<file path="src/inc/ips_pkg.sv">
// shared constants, types and sample arithmetic for the serial audio port
package ips_pkg;
    localparam int DATA_W = 16;
    localparam int BYTE_W = 8;
    localparam int CNT_W = 6;
    localparam logic [CNT_W-1:0] CNT_FULL = 6'h10;
    localparam logic [CNT_W-1:0] CNT_ONE = 6'h01;
    localparam int SIZE_W = 5;
    localparam int NUM_W = 15;
    localparam int DEN_W = 9;
    localparam int DIV_NUM_HI_MSB = 6;
    localparam int DIV_DEN_HI_BIT = 7;
    localparam logic [DATA_W-1:0] ULAW_BIAS = 16'h0084;
    localparam logic [DATA_W-1:0] ULAW_CLIP = 16'h7F7B;
    localparam logic [DATA_W-1:0] WORD_ZERO = 16'h0000;
    localparam logic [BYTE_W-1:0] BYTE_ZERO = 8'h00;
    localparam int ULAW_SEG_LSB = 7;
    localparam int ULAW_MANT_SHIFT = 3;
    localparam int RX_DMA_TRIGGER_NUM = 27;
    localparam int TX_DMA_TRIGGER_NUM = 28;
    localparam int BUF_DEPTH = 2;

    typedef struct packed {
        logic chan;
        logic [DATA_W-1:0] data;
    } ips_sample_type;

    typedef enum logic [1:0] {LINK_IDLE, LINK_SYNC, LINK_RUN} ips_link_type;

    function automatic logic [DATA_W-1:0] ips_expand(input logic [BYTE_W-1:0] b);
        logic [BYTE_W-1:0] u;
        logic [DATA_W-1:0] t;
        u = ~b;
        t = 16'({u[3:0], 3'b000} + ULAW_BIAS);
        t = 16'(t << u[6:4]);
        t = 16'(t - ULAW_BIAS);
        return u[7] ? 16'(~t + 16'h0001) : t;
    endfunction

    function automatic logic [BYTE_W-1:0] ips_compress(input logic [DATA_W-1:0] s);
        logic [DATA_W-1:0] mag;
        logic [2:0] e;
        logic [3:0] m;
        mag = s[15] ? 16'(~s + 16'h0001) : s;
        if (mag > ULAW_CLIP) begin
            mag = ULAW_CLIP;
        end
        mag = 16'(mag + ULAW_BIAS);
        e = 3'h0;
        for (int i = 0; i < 8; i++) begin
            if (mag[ULAW_SEG_LSB + i]) begin
                e = 3'(i);
            end
        end
        m = 4'(mag >> (e + ULAW_MANT_SHIFT));
        return ~{s[15], e, m};
    endfunction
endpackage

</file>
<file path="src/rtl/ips_audio_port.sv">
// serial audio port: divider, framing, serializers, buffers, flags
// Contract
// - one bit per SCK, MSB first
// - word select low left, high right
// - word select changes one bit early
// - master drives SCK and WS, slave receives
// - link runs only when enabled; else mu-law
// - buffer refill sets transmit done flags
// - high data write clears transmit done
// - transmit irq needs both enables
// - full receive buffer copied, flags set
// - high data read clears receive done
// - receive irq needs both enables
// - software-set flags raise enabled irqs
// - DMA triggers pulse on done events
// - empty transmit buffer resends stale, underflow
// - full receive buffer overwritten, overflow
// - error flags cleared only by software
// - stereo channel side status bits
// - role select one means master
// - fractional divider dividend over divisor
// - divider fields split across three registers
// - role select zero means slave
// - master word size minus one, pad/truncate
`timescale 1ns/10ps
`default_nettype none

module ips_fifo2 #(
    parameter int W = 17,
    parameter int DEPTH = 2
) (
    input wire logic clk, // system clock
    input wire logic sysRst, // synchronous reset
    input wire logic inValid, // word offered
    output logic inReady, // room, or a pop this cycle
    input wire logic inForce, // overwrite newest when full
    input wire logic [W-1:0] inData, // word in
    output logic outValid, // word available
    input wire logic outReady, // consumer takes word
    output logic [W-1:0] outData // oldest word
);
    localparam int PW = (DEPTH > 1) ? $clog2(DEPTH) : 1;
    localparam int CW = $clog2(DEPTH + 1);
    logic [W-1:0] mem [DEPTH];
    logic [PW-1:0] rdPtr, wrPtr, next_rdPtr, next_wrPtr;
    logic [CW-1:0] count, next_count;
    logic pop, push, over;

    function automatic logic [PW-1:0] bump(input logic [PW-1:0] p);
        return (p == PW'(DEPTH - 1)) ? '0 : PW'(p + 1'b1);
    endfunction

    always_comb begin
        outValid = count != '0;
        outData = mem[rdPtr];
        pop = outValid && outReady;
        inReady = (count != CW'(DEPTH)) || pop;
        push = inValid && inReady;
        over = inValid && !inReady && inForce;
        next_rdPtr = pop ? bump(rdPtr) : rdPtr;
        next_wrPtr = push ? bump(wrPtr) : wrPtr;
        next_count = CW'(count + CW'(push) - CW'(pop));
    end

    always_ff @(posedge clk) begin
        if (sysRst) begin
            rdPtr <= '0;
            wrPtr <= '0;
            count <= '0;
        end else begin
            rdPtr <= next_rdPtr;
            wrPtr <= next_wrPtr;
            count <= next_count;
        end
        if (push) begin
            mem[wrPtr] <= inData;
        end else if (over) begin
            // newest word lost to the fresh one
            mem[(wrPtr == '0) ? PW'(DEPTH - 1) : PW'(wrPtr - 1'b1)] <= inData;
        end
    end
endmodule

module ips_audio_port
    import ips_pkg::*;
(
    input wire logic clk, // system clock
    input wire logic sysRst, // synchronous reset
    input wire logic portOn, // link enable
    input wire logic masterOn, // role select, 1 master
    input wire logic txSingleChannel, // transmit mono
    input wire logic rxSingleChannel, // receive mono
    input wire logic lawExpandOn, // expand written bytes
    input wire logic lawCompressOn, // compress received words
    input wire logic [ips_pkg::SIZE_W-1:0] wordSizeM1, // master word size minus one
    input wire logic [ips_pkg::BYTE_W-1:0] dividerRegFirst, // divisor low bits
    input wire logic [ips_pkg::BYTE_W-1:0] dividerRegSecond, // dividend low bits
    input wire logic [ips_pkg::BYTE_W-1:0] dividerRegThird, // dividend high, divisor top
    input wire logic txDoneIrqOn, // local transmit irq enable
    input wire logic rxDoneIrqOn, // local receive irq enable
    input wire logic sysTxIrqOn, // system transmit irq enable
    input wire logic sysRxIrqOn, // system receive irq enable
    input wire logic sampleLowWr, // low data byte write
    input wire logic sampleHighWr, // high data byte write
    input wire logic [ips_pkg::BYTE_W-1:0] wrData, // write byte
    output logic writeReady, // high write will be taken
    input wire logic sampleHighRd, // high data byte read
    output logic [ips_pkg::BYTE_W-1:0] sampleHighByte, // readable high byte
    output logic [ips_pkg::BYTE_W-1:0] sampleLowByte, // readable low byte
    input wire logic setTxDone, // software sets transmit done
    input wire logic setRxDone, // software sets receive done
    input wire logic clrTxUnderflow, // software clears underflow
    input wire logic clrRxOverflow, // software clears overflow
    input wire logic clrSysTxIrq, // clears system transmit flag
    input wire logic clrSysRxIrq, // clears system receive flag
    output logic txDoneFlag, // transmit complete
    output logic rxDoneFlag, // receive complete
    output logic txUnderflowFlag, // transmit underflow
    output logic rxOverflowFlag, // receive overflow
    output logic sysTxIrqFlag, // system transmit flag
    output logic sysRxIrqFlag, // system receive flag
    output logic tx_done_flag, // transmit interrupt request
    output logic rx_done_flag, // receive interrupt request
    output logic txDmaTrigger, // transmit dma pulse
    output logic rxDmaTrigger, // receive dma pulse
    output logic txChannelSide, // next write is right
    output logic rxChannelSide, // held sample is right
    input wire logic sckIn, // serial clock pin in
    output logic sckOut, // serial clock pin out
    output logic sckDriveN, // low while driving clock
    input wire logic wsIn, // word select pin in
    output logic wsOut, // word select pin out
    output logic wsDriveN, // low while driving word select
    input wire logic rxd, // serial data in
    output logic txd // serial data out
);
    // ---- divider and link framing
    logic sckReg, next_sckReg, wsReg, next_wsReg, sckPrev, next_sckPrev;
    logic wsAtRise, next_wsAtRise, newWordPend, next_newWordPend;
    logic [NUM_W-1:0] acc, next_acc, dividend;
    logic [DEN_W-1:0] divisor;
    logic [NUM_W:0] accSum;
    ips_link_type link, next_link;
    logic [DATA_W-1:0] txShift, next_txShift, txHold, next_txHold;
    logic [DATA_W-1:0] rxShift, next_rxShift, rxWord;
    logic [CNT_W-1:0] txCnt, next_txCnt, rxCnt, next_rxCnt;
    logic txdReg, next_txdReg;
    logic sckLine, wsLine, rise, fall, run;
    logic txPop, txUnder, rxPush;
    ips_sample_type txIn, txOut, rxIn, rxOut;
    logic txFifoValid, txFifoReady, rxFifoValid, rxFifoReady, rxTake;
    // ---- data registers and flags
    logic [BYTE_W-1:0] lowLatch, next_lowLatch;
    logic [DATA_W-1:0] stage, next_stage, rdWord, next_rdWord;
    logic stageValid, next_stageValid, rdFull, next_rdFull;
    logic next_txDone, next_rxDone, next_under, next_over, next_sysTx, next_sysRx;
    logic next_txSide, next_rxSide, next_txDma, next_rxDma, hiWrTaken;

    assign dividend = {dividerRegThird[DIV_NUM_HI_MSB:0], dividerRegSecond};
    assign divisor = {dividerRegThird[DIV_DEN_HI_BIT], dividerRegFirst};
    assign run = portOn;
    assign sckLine = masterOn ? sckReg : sckIn;
    assign wsLine = masterOn ? wsReg : wsIn;
    assign rise = run && sckLine && !sckPrev;
    assign fall = run && !sckLine && sckPrev;
    assign sckOut = sckReg;
    assign wsOut = wsReg;
    assign sckDriveN = !masterOn;
    assign wsDriveN = !masterOn;
    assign txd = txdReg;

    function automatic logic [DATA_W-1:0] align(input logic [DATA_W-1:0] v,
                                                input logic [CNT_W-1:0] n);
        // short words are left-justified, long ones already truncated
        return (n >= CNT_FULL) ? v : DATA_W'(v << (CNT_FULL - n));
    endfunction

    always_comb begin
        next_acc = acc;
        next_sckReg = sckReg;
        accSum = (NUM_W + 1)'(acc) + (NUM_W + 1)'(divisor);
        if (run && masterOn) begin
            // toggles on average once per dividend/divisor clocks
            if (accSum >= (NUM_W + 1)'(dividend)) begin
                next_acc = NUM_W'(accSum - (NUM_W + 1)'(dividend));
                next_sckReg = !sckReg;
            end else begin
                next_acc = NUM_W'(accSum);
            end
        end else begin
            next_acc = '0;
            next_sckReg = 1'b0;
        end
        next_sckPrev = run ? sckLine : 1'b0;
        next_wsReg = wsReg;
        next_wsAtRise = wsAtRise;
        next_newWordPend = newWordPend;
        next_link = link;
        next_txShift = txShift;
        next_txHold = txHold;
        next_txCnt = txCnt;
        next_txdReg = txdReg;
        next_rxShift = rxShift;
        next_rxCnt = rxCnt;
        rxWord = WORD_ZERO;
        rxPush = 1'b0;
        txPop = 1'b0;
        txUnder = 1'b0;
        if (!run) begin
            next_link = LINK_IDLE;
            next_wsReg = 1'b1;
            next_newWordPend = 1'b0;
            next_txdReg = 1'b0;
        end else begin
            if (rise) begin
                if (rxCnt < CNT_FULL) begin
                    next_rxShift = {rxShift[DATA_W-2:0], rxd};
                end
                next_rxCnt = (rxCnt == '1) ? rxCnt : CNT_W'(rxCnt + CNT_ONE);
                next_wsAtRise = wsLine;
                if (link == LINK_IDLE) begin
                    next_link = LINK_SYNC;
                end else if (wsLine != wsAtRise) begin
                    // edge seen on the last bit of the word: close it
                    if (link == LINK_RUN && !(rxSingleChannel && wsAtRise)) begin
                        rxPush = 1'b1;
                        rxWord = align(next_rxShift, next_rxCnt);
                    end
                    next_link = LINK_RUN;
                    next_newWordPend = 1'b1;
                    next_rxCnt = '0;
                    next_rxShift = WORD_ZERO;
                end
            end
            if (fall) begin
                if (newWordPend) begin
                    next_newWordPend = 1'b0;
                    if (!(txSingleChannel && wsLine)) begin
                        if (txFifoValid) begin
                            txPop = 1'b1;
                            next_txHold = txOut.data;
                        end else begin
                            txUnder = 1'b1;
                        end
                    end
                    next_txdReg = next_txHold[DATA_W-1];
                    next_txShift = {next_txHold[DATA_W-2:0], 1'b0};
                    next_txCnt = CNT_ONE;
                end else begin
                    // zeros shift in: pads words longer than the register
                    next_txdReg = txShift[DATA_W-1];
                    next_txShift = {txShift[DATA_W-2:0], 1'b0};
                    next_txCnt = (txCnt == '1) ? txCnt : CNT_W'(txCnt + CNT_ONE);
                end
                if (masterOn) begin
                    if (link == LINK_SYNC && wsReg) begin
                        next_wsReg = 1'b0; // first word is left
                    end else if (link == LINK_RUN &&
                                 next_txCnt == CNT_W'(wordSizeM1) + CNT_ONE) begin
                        next_wsReg = !wsReg;
                    end
                end
            end
        end
    end

    always_ff @(posedge clk) begin
        if (sysRst) begin
            acc <= '0;
            sckReg <= 1'b0;
            sckPrev <= 1'b0;
            wsReg <= 1'b1;
            wsAtRise <= 1'b1;
            newWordPend <= 1'b0;
            link <= LINK_IDLE;
            txShift <= WORD_ZERO;
            txHold <= WORD_ZERO;
            txCnt <= '0;
            txdReg <= 1'b0;
            rxShift <= WORD_ZERO;
            rxCnt <= '0;
        end else begin
            acc <= next_acc;
            sckReg <= next_sckReg;
            sckPrev <= next_sckPrev;
            wsReg <= next_wsReg;
            wsAtRise <= next_wsAtRise;
            newWordPend <= next_newWordPend;
            link <= next_link;
            txShift <= next_txShift;
            txHold <= next_txHold;
            txCnt <= next_txCnt;
            txdReg <= next_txdReg;
            rxShift <= next_rxShift;
            rxCnt <= next_rxCnt;
        end
    end

    // two-entry buffers between the data registers and the serializers
    assign txIn = '{chan: 1'b0, data: stage};
    assign rxIn = '{chan: wsAtRise, data: rxWord};
    assign rxTake = !rdFull;

    ips_fifo2 #(.W($bits(ips_sample_type)), .DEPTH(BUF_DEPTH)) txBuf (
        .clk(clk),
        .sysRst(sysRst || !run),
        .inValid(stageValid),
        .inReady(txFifoReady),
        .inForce(1'b0),
        .inData(txIn),
        .outValid(txFifoValid),
        .outReady(txPop),
        .outData(txOut)
    );

    ips_fifo2 #(.W($bits(ips_sample_type)), .DEPTH(BUF_DEPTH)) rxBuf (
        .clk(clk),
        .sysRst(sysRst || !run),
        .inValid(rxPush),
        .inReady(rxFifoReady),
        .inForce(1'b1),
        .inData(rxIn),
        .outValid(rxFifoValid),
        .outReady(rxTake),
        .outData(rxOut)
    );

    assign writeReady = !stageValid || !run;
    assign hiWrTaken = sampleHighWr && writeReady;

    always_comb begin
        next_lowLatch = sampleLowWr ? wrData : lowLatch;
        next_stage = stage;
        next_stageValid = stageValid && !txFifoReady;
        next_rdWord = rdWord;
        next_rdFull = rdFull && !sampleHighRd;
        next_rxSide = rxChannelSide;
        next_txSide = txChannelSide;
        if (hiWrTaken && run) begin
            next_stage = lawExpandOn ? ips_expand(wrData) : {wrData, lowLatch};
            next_stageValid = 1'b1;
            if (!txSingleChannel) begin
                next_txSide = !txChannelSide;
            end
        end else if (hiWrTaken) begin
            // port off: one-cycle stand-alone conversion
            if (lawExpandOn) begin
                next_rdWord = ips_expand(wrData);
            end else if (lawCompressOn) begin
                next_rdWord = {ips_compress({wrData, lowLatch}), BYTE_ZERO};
            end else begin
                next_rdWord = {wrData, lowLatch};
            end
        end
        if (!run) begin
            next_txSide = 1'b0;
        end
        if (rxFifoValid && rxTake) begin
            next_rdWord = lawCompressOn ? {ips_compress(rxOut.data), BYTE_ZERO}
                                        : rxOut.data;
            next_rdFull = 1'b1;
            next_rxSide = rxOut.chan;
        end
        next_txDma = txPop;
        next_rxDma = rxFifoValid && rxTake;
        // a setting event wins over a clear in the same cycle
        next_txDone = txPop || setTxDone || (txDoneFlag && !sampleHighWr);
        next_rxDone = next_rxDma || setRxDone || (rxDoneFlag && !sampleHighRd);
        next_sysTx = txPop || (sysTxIrqFlag && !clrSysTxIrq);
        next_sysRx = next_rxDma || (sysRxIrqFlag && !clrSysRxIrq);
        next_under = txUnder || (txUnderflowFlag && !clrTxUnderflow);
        next_over = (rxPush && !rxFifoReady) || (rxOverflowFlag && !clrRxOverflow);
    end

    always_ff @(posedge clk) begin
        if (sysRst) begin
            lowLatch <= BYTE_ZERO;
            stage <= WORD_ZERO;
            stageValid <= 1'b0;
            rdWord <= WORD_ZERO;
            rdFull <= 1'b0;
            txDoneFlag <= 1'b0;
            rxDoneFlag <= 1'b0;
            sysTxIrqFlag <= 1'b0;
            sysRxIrqFlag <= 1'b0;
            txUnderflowFlag <= 1'b0;
            rxOverflowFlag <= 1'b0;
            txDmaTrigger <= 1'b0;
            rxDmaTrigger <= 1'b0;
            txChannelSide <= 1'b0;
            rxChannelSide <= 1'b0;
        end else begin
            lowLatch <= next_lowLatch;
            stage <= next_stage;
            stageValid <= next_stageValid;
            rdWord <= next_rdWord;
            rdFull <= next_rdFull;
            txDoneFlag <= next_txDone;
            rxDoneFlag <= next_rxDone;
            sysTxIrqFlag <= next_sysTx;
            sysRxIrqFlag <= next_sysRx;
            txUnderflowFlag <= next_under;
            rxOverflowFlag <= next_over;
            txDmaTrigger <= next_txDma;
            rxDmaTrigger <= next_rxDma;
            txChannelSide <= next_txSide;
            rxChannelSide <= next_rxSide;
        end
    end

    assign sampleHighByte = rdWord[DATA_W-1:BYTE_W];
    assign sampleLowByte = rdWord[BYTE_W-1:0];
    assign tx_done_flag = txDoneFlag && txDoneIrqOn && sysTxIrqOn;
    assign rx_done_flag = rxDoneFlag && rxDoneIrqOn && sysRxIrqOn;
endmodule

`default_nettype wire

</file>
<file path="config.mk">
export PLATFORM = sky130hd
export DESIGN_NAME = ips_audio_port
export DESIGN_NICKNAME = d
export VERILOG_FILES = /design/src/inc/ips_pkg.sv /design/src/rtl/ips_audio_port.sv
export SDC_FILE = /design/constraint.sdc
export NUM_CORES = 1
export LEC_CHECK = 0
export CAP_MARGIN = 20
export CORE_MARGIN = 4
export CORE_UTILIZATION = 30
export DETAILED_ROUTE_END_ITERATION = 7
export DONT_BUFFER_PORTS = 1
export PLACE_DENSITY_LB_ADDON = 0.1
export SYNTH_ARGS = -nofsm -noshare
export SYNTH_HDL_FRONTEND = slang
export SYNTH_SLANG_ARGS = --single-unit
</file>
<file path="constraint.sdc">
create_clock -name clk -period 7.6 [get_ports clk]
set_input_delay 0.76 -clock clk [delete_from_list [all_inputs] [get_ports clk]]
set_output_delay 0.76 -clock clk [all_outputs]
set_load 0.01 [all_outputs]
</file>
# Yosys cells after proc, flatten, opt, wreduce, memory -nomap -nowiden
# Memories as Yosys holds them, arrays and structs flattened. A register that Yosys moved wholly into a read port is not among the register bits.
# Cells that the tools add are included.
[word_totals]
input_bits = 61
ramBits = 66
rom_bits = 0
latchBits = 0
ff_bits = 143
memories = 2
word_cells = 268
out_inout_bits = 34
[op_classes]
div_mod_pow = 0
n_mul = 0
order_cmp = 5
shift = 4
muxes = 106
bitwise = 9
n_reduce_logical = 75
add_sub_neg = 24
eq_ne = 9
[memory_table]
columns = ["name", "depth", "width", "rd", "rd_ports_with_merged_regs", "write_ports", "line_no", "rtl"]
rows = [
  ["rxBuf.mem", 2, 17, 1, 1, 1, "ips_audio_port.sv:44", "logic [W-1:0] mem [DEPTH];"],
  ["txBuf.mem", 2, 16, 1, 1, 1, "ips_audio_port.sv:44", ""],
]
[ops]
columns = ["op", "n"]
rows = [
  ["16-bit 2-to-1 mux", 31],
  ["3-bit 2-to-1 mux", 17],
  ["16-bit by 1-bit adder with 16-bit output (second input constant)", 3],
  ["16-bit NOT", 3],
  ["1-bit 2-to-1 mux", 47],
  ["6-bit 2-to-1 mux", 7],
  ["16-bit by 8-bit adder with 16-bit output (second input constant)", 2],
  ["16-bit by 15-bit > comparator with 1-bit output (second input constant)", 2],
  ["16-bit by 4-bit >> shifter with 4-bit output", 2],
  ["1-bit logical AND", 29],
  ["8-bit NOT", 3],
  ["1-bit zero test", 18],
  ["17-bit 2-to-1 mux", 1],
  ["17-bit OR reduction", 1],
  ["15-bit by 9-bit adder with 16-bit output", 1],
  ["16-bit by 15-bit greater-or-equal comparator with 1-bit output", 1],
  ["16-bit by 6-bit left shift with 16-bit output", 1],
  ["9-bit by 3-bit left shift with 16-bit output", 1],
  ["16-bit by 8-bit subtractor with 16-bit output (second input constant)", 1],
  ["15-bit 2-to-1 mux", 1],
  ["15-bit subtractor", 1],
  ["6-bit by 1-bit adder with 6-bit output (second input constant)", 2],
  ["6-bit equality test (second input constant)", 2],
  ["1-bit logical OR", 12],
  ["22 further kinds", 43],
]

# Depth between registers and ports, before layout
[logic_depth]
word_depth = 29
mapped_depth = 24
mapped_depth_nobuf = 21

# Cells and area by module
# From an unflattened synthesis, not the netlist that was laid out.
[unflattened]
hier_cells = 1800
area_unflattened_um2 = 14676.6
[by_module_without_submodules]
columns = ["mod", "area_each_um2", "n_inst", "seq_area_each_um2", "cells_each"]
rows = [
  ["ips_audio_port", 11644.9, 1, 2682.6, 1626],
  ["ips_fifo2 (rxBuf)", 1524.0, 1, 1121.1, 88],
  ["ips_fifo2 (txBuf)", 1507.7, 1, 1121.1, 86],
]

# Least setup slack after synthesis
# Ideal clock, no wire load.
[synth_path]
path_kind = "flip-flop to flip-flop"
startpoint = "register (tool-made name)"
endpoint = "register rdWord[10]"
path_buffers = 4
required_ns = 7.512
path_slack_ns = 1.735
arrival_ns = 5.777
path_stages_with_launch = 25
synth_period_minus_slack_ns = 5.865
cell_sequence = "dfxtp_1 -> buf_4 -> buf_2 -> mux2i_1 -> ha_1 -> nor4bb_1 -> nor2_1 -> or3_1 -> a211oi_2 -> o211ai_2 -> nor4_4 -> nand2b_1 -> buf_2 -> nor2_1 -> ha_1 -> clkbuf_1 -> a211oi_1 -> o311a_1 -> a221o_1 -> o31ai_2 -> a21oi_4 -> mux2_4 -> o31ai_1 -> a211oi_1 -> nor4_2"
[synth_rtl]
columns = ["element", "line_no", "rtl"]
rows = [
  ["end signal: assignment", "ips_audio_port.sv:396", "rdWord <= next_rdWord;"],
  ["end: declaration", "ips_audio_port.sv:154", "logic [DATA_W-1:0] stage, next_stage, rdWord, next_rdWord;"],
]

==> out/results.tsv <==
metric	value	unit
Setup Fix Bufs, Post-CTS	0	
post-synthesis xor/xnor area fraction	0.06116	
Worst-Skew Late Latency	0.57	ns
die area	0.05271	mm^2
GPL Wtd Cong	0.8411	
Post-DP Area	0.01518	mm^2
Final HPWL DP	34220	um
register bit total from synthesis	210	
Final Cell Area	0.01611	mm^2
CP Max Fanout	11	
worst-margin pin slew	1.099	ns
setup TNS	0	ns
final setup violation count	0	
CTS Hold Buffers Added	0	
Final Hold Vio Count	0	
DRT Wirelength	46340	um
Final nets	1828	
register area	0.004865	mm^2
skew final	0.01894	ns
most frequent cell after synthesis	nor2_1	
Slew Viols, Final	0	
Cell variety after synth	102	
crit share post-route	0.8395	
post-cts sizing count	0	
Synth-to-Final Area Change	9.369	%
IO Pins	95	
Max clock buf depth	3	
fraction of synthesized area in multiplexers	0.08970	
H-tree depth	1	
Synth Cell Area	0.01473	mm^2
initial antenna violation count	0	
final worst slack	1.220	ns
Core Util, Final	0.3346	
Final Instance Count excl. Fillers	2400	
Wirelength per Cell	19.31	um
met2 WL	20550	um
cts bufs inserted	27	
wire length on met3	2308	um
largest family of logic cells by synthesized area	simple AND/OR/NAND/NOR gates	
Cell Chain, Critical Path	mux2i_1 -> ha_1 -> nor4b_1 -> nor2_1 -> or3_1 -> a211oi_2 -> o211ai_2 -> nor4_4 -> nand2b_1 -> nor2_1 -> ha_1 -> and2_1 -> a211oi_1 -> o311a_1 -> a221o_1 -> o31ai_2 -> a21oi_4 -> mux2_4 -> o31ai_1 -> a211oi_1 -> nor4_2	
CP arrival	6.87	ns
max layer used	met4	
std cell rows	80	
Synth top area share	0.1957	
worst reg-to-reg path cell count	21	
Period minus WS final	6.380	ns
largest net degree at the start of global routing	114	
Setup CP Type	flop to flop	
vias	12832	
core area	0.04815	mm^2
Root Driver	clkbuf_16	
PwrDens	181.5	mW/mm^2
met1 WL	22310	um
required time worst endpoint	8.09	ns
dominant cell type by area after synthesis	dfxtp_1	
first-pass GRT wire length	72870	um
Seq/Total Area, Yosys	0.3302	
compound-gate portion of the synthesized area	0.2141	
Leak	5.752	nW
CP max-delay cell	nor4_4	
Hold/Removal Path Class	primary input to flop	
die width	229.6	um
vias per cell	5.347	
DRT antenna net count	0	
number of synthesized flops with an enable pin	66	
number of diodes	0	
initial DRC count	845	
Post-Synth Simple-Gate Area	0.2190	
total gr overflow	0	
synthesized-area fraction occupied by adder cells	0.03754	
Avg Cell Area, Syn	8.220	um^2
Cells after Synth	1792	
max_cap viols	0	
Syn Nets	1896	
area of the multi-input gates	0.009158	mm^2
Post-route DRC	0	
RSZ-0062 raised after global routing	false	
Max IR drop VDD	0.1424	mV
Max Freq	156.7	MHz
Worst-path clk slew	0.06	ns
Synth async-reset ratio	0	
YS warnings	0	
Post-synth top flop	dfxtp_1	
status	finished, final reports clean	
# fillers	5021	
placed insts	2350	
Die Y	229.6	um
CP endpoint kind	flop	
Port Buf Inserts	0	
Clock Sink Count	210	
GRT Util Overall	0.1708	
initial core utilization	0.3060	
vias in the first global route	12478	
commonest cells in the netlist	nor2_1 (255), nand2_1 (153), a21oi_1 (144), dfxtp_1 (144), mux2i_1 (115)	
ranking of synthesized cells by area	dfxtp_1 (20%), edfxtp_1 (13%), mux2i_1 (7.8%)	
Max stage delay on crit path	0.56	ns
Worst Hold Depth	1	
startpoint types	flop	
layout cells sized above 1	0.06938	
dpl ws	1.303	ns
Pre-Repair DR Iteration Count	7	
TritonCTS clock tree	yes	
Slew headroom	0.2668	
## kinds of logic after synthesis
kind of cell    count (synthesis)
simple gates                  662
compound gates                473
flops                         210
buf+inv                       173
mux                           129
xor+xnor                      102
fa+ha+maj                      43
## placed cells by master, fill, tap and decap left out, types with 14 or more instances in the layout
master / n
nand3_1: 37
nor2_1: 254
dfxtp_1: 144
ha_1: 41
a31oi_1: 22
clkbuf_16: 27
nand2_1: 153
xor2_1: 38
a21oi_1: 144
a211oi_1: 31
o211ai_1: 23
edfxtp_1: 66
buf_4: 16
nor2b_1: 18
inv_1: 57
and2_1: 14
nand2b_1: 25
a22oi_1: 18
mux2i_1: 115
o21ai_0: 74
nor3_1: 48
xnor2_1: 63
## registers in the layout (all words and copies together) (netlist names), 2 cells and up, named ones only
signal and cells:
txShift 15, stage 16, rdWord 16, rxBuf.count 2
txCnt 6, acc 15, rxShift 16, txHold 16
lowLatch 8, txBuf.mem 32, txBuf.count 2, rxBuf.mem 34
rxCnt 6, link 2
## final cells by class
type / instances / share of cell area
multi-input cells: 1409 / 0.5684
flip-flops and latches: 210 / 0.3020
well taps: 656 / 0.05095
clock buffers: 37 / 0.04675
inverters: 59 / 0.01375
repair buffers: 17 / 0.009164
clock inverters: 12 / 0.009009
## metal layers
layer	GRT usage	vias up
met3	0.03579	67
met5	0	-
li1	-	6374
met1	0.2344	6144
met4	0.04431	0
met2	0.2738	247
## final timing paths
| kind | from | endpoint | slack [ns] |
|---|---|---|---|
| worst min-delay path | sysRst | txHold[12]$_SDFFE_PP0P_ | 0.27 |
| worst max register to register | flop | rdWord[10]$_SDFFE_PP0P_ | 1.22 |
| worst max-delay path | flop | rdWord[10]$_SDFFE_PP0P_ | 1.22 |
| worst min register to register | txHold[8]$_SDFFE_PP0P_ | txHold[8]$_SDFFE_PP0P_ | 0.45 |
## where the power goes
part	internal, mW	switching (mW)	leakage (nW)
combinational	0.165	0.253	3.47
sequential	1.18	0.0310	1.85
clock	0.768	0.529	0.436
## stage by stage
step | hold WS, ns | total power [mW]
after floorplan | 0.4254 | 1.570
after global placement | 0.4371 | 1.649
after detailed placement | 0.4448 | 1.649
after CTS | 0.2403 | 2.972
after global routing | 0.2465 | 3.069
final | 0.2735 | 2.924
## critical path: cells and delay by family (launching register included)
kind | cells | cell delay (ns)
multiplexers | 2 | 0.66
AND/OR/NAND/NOR | 8 | 2.54
AO/OA/AOI/OAI | 9 | 2.06
adder cells (fa/ha/maj) | 2 | 0.62
flip-flops | 1 | 0.42
Note: power is estimated with default switching activity, not from simulation.
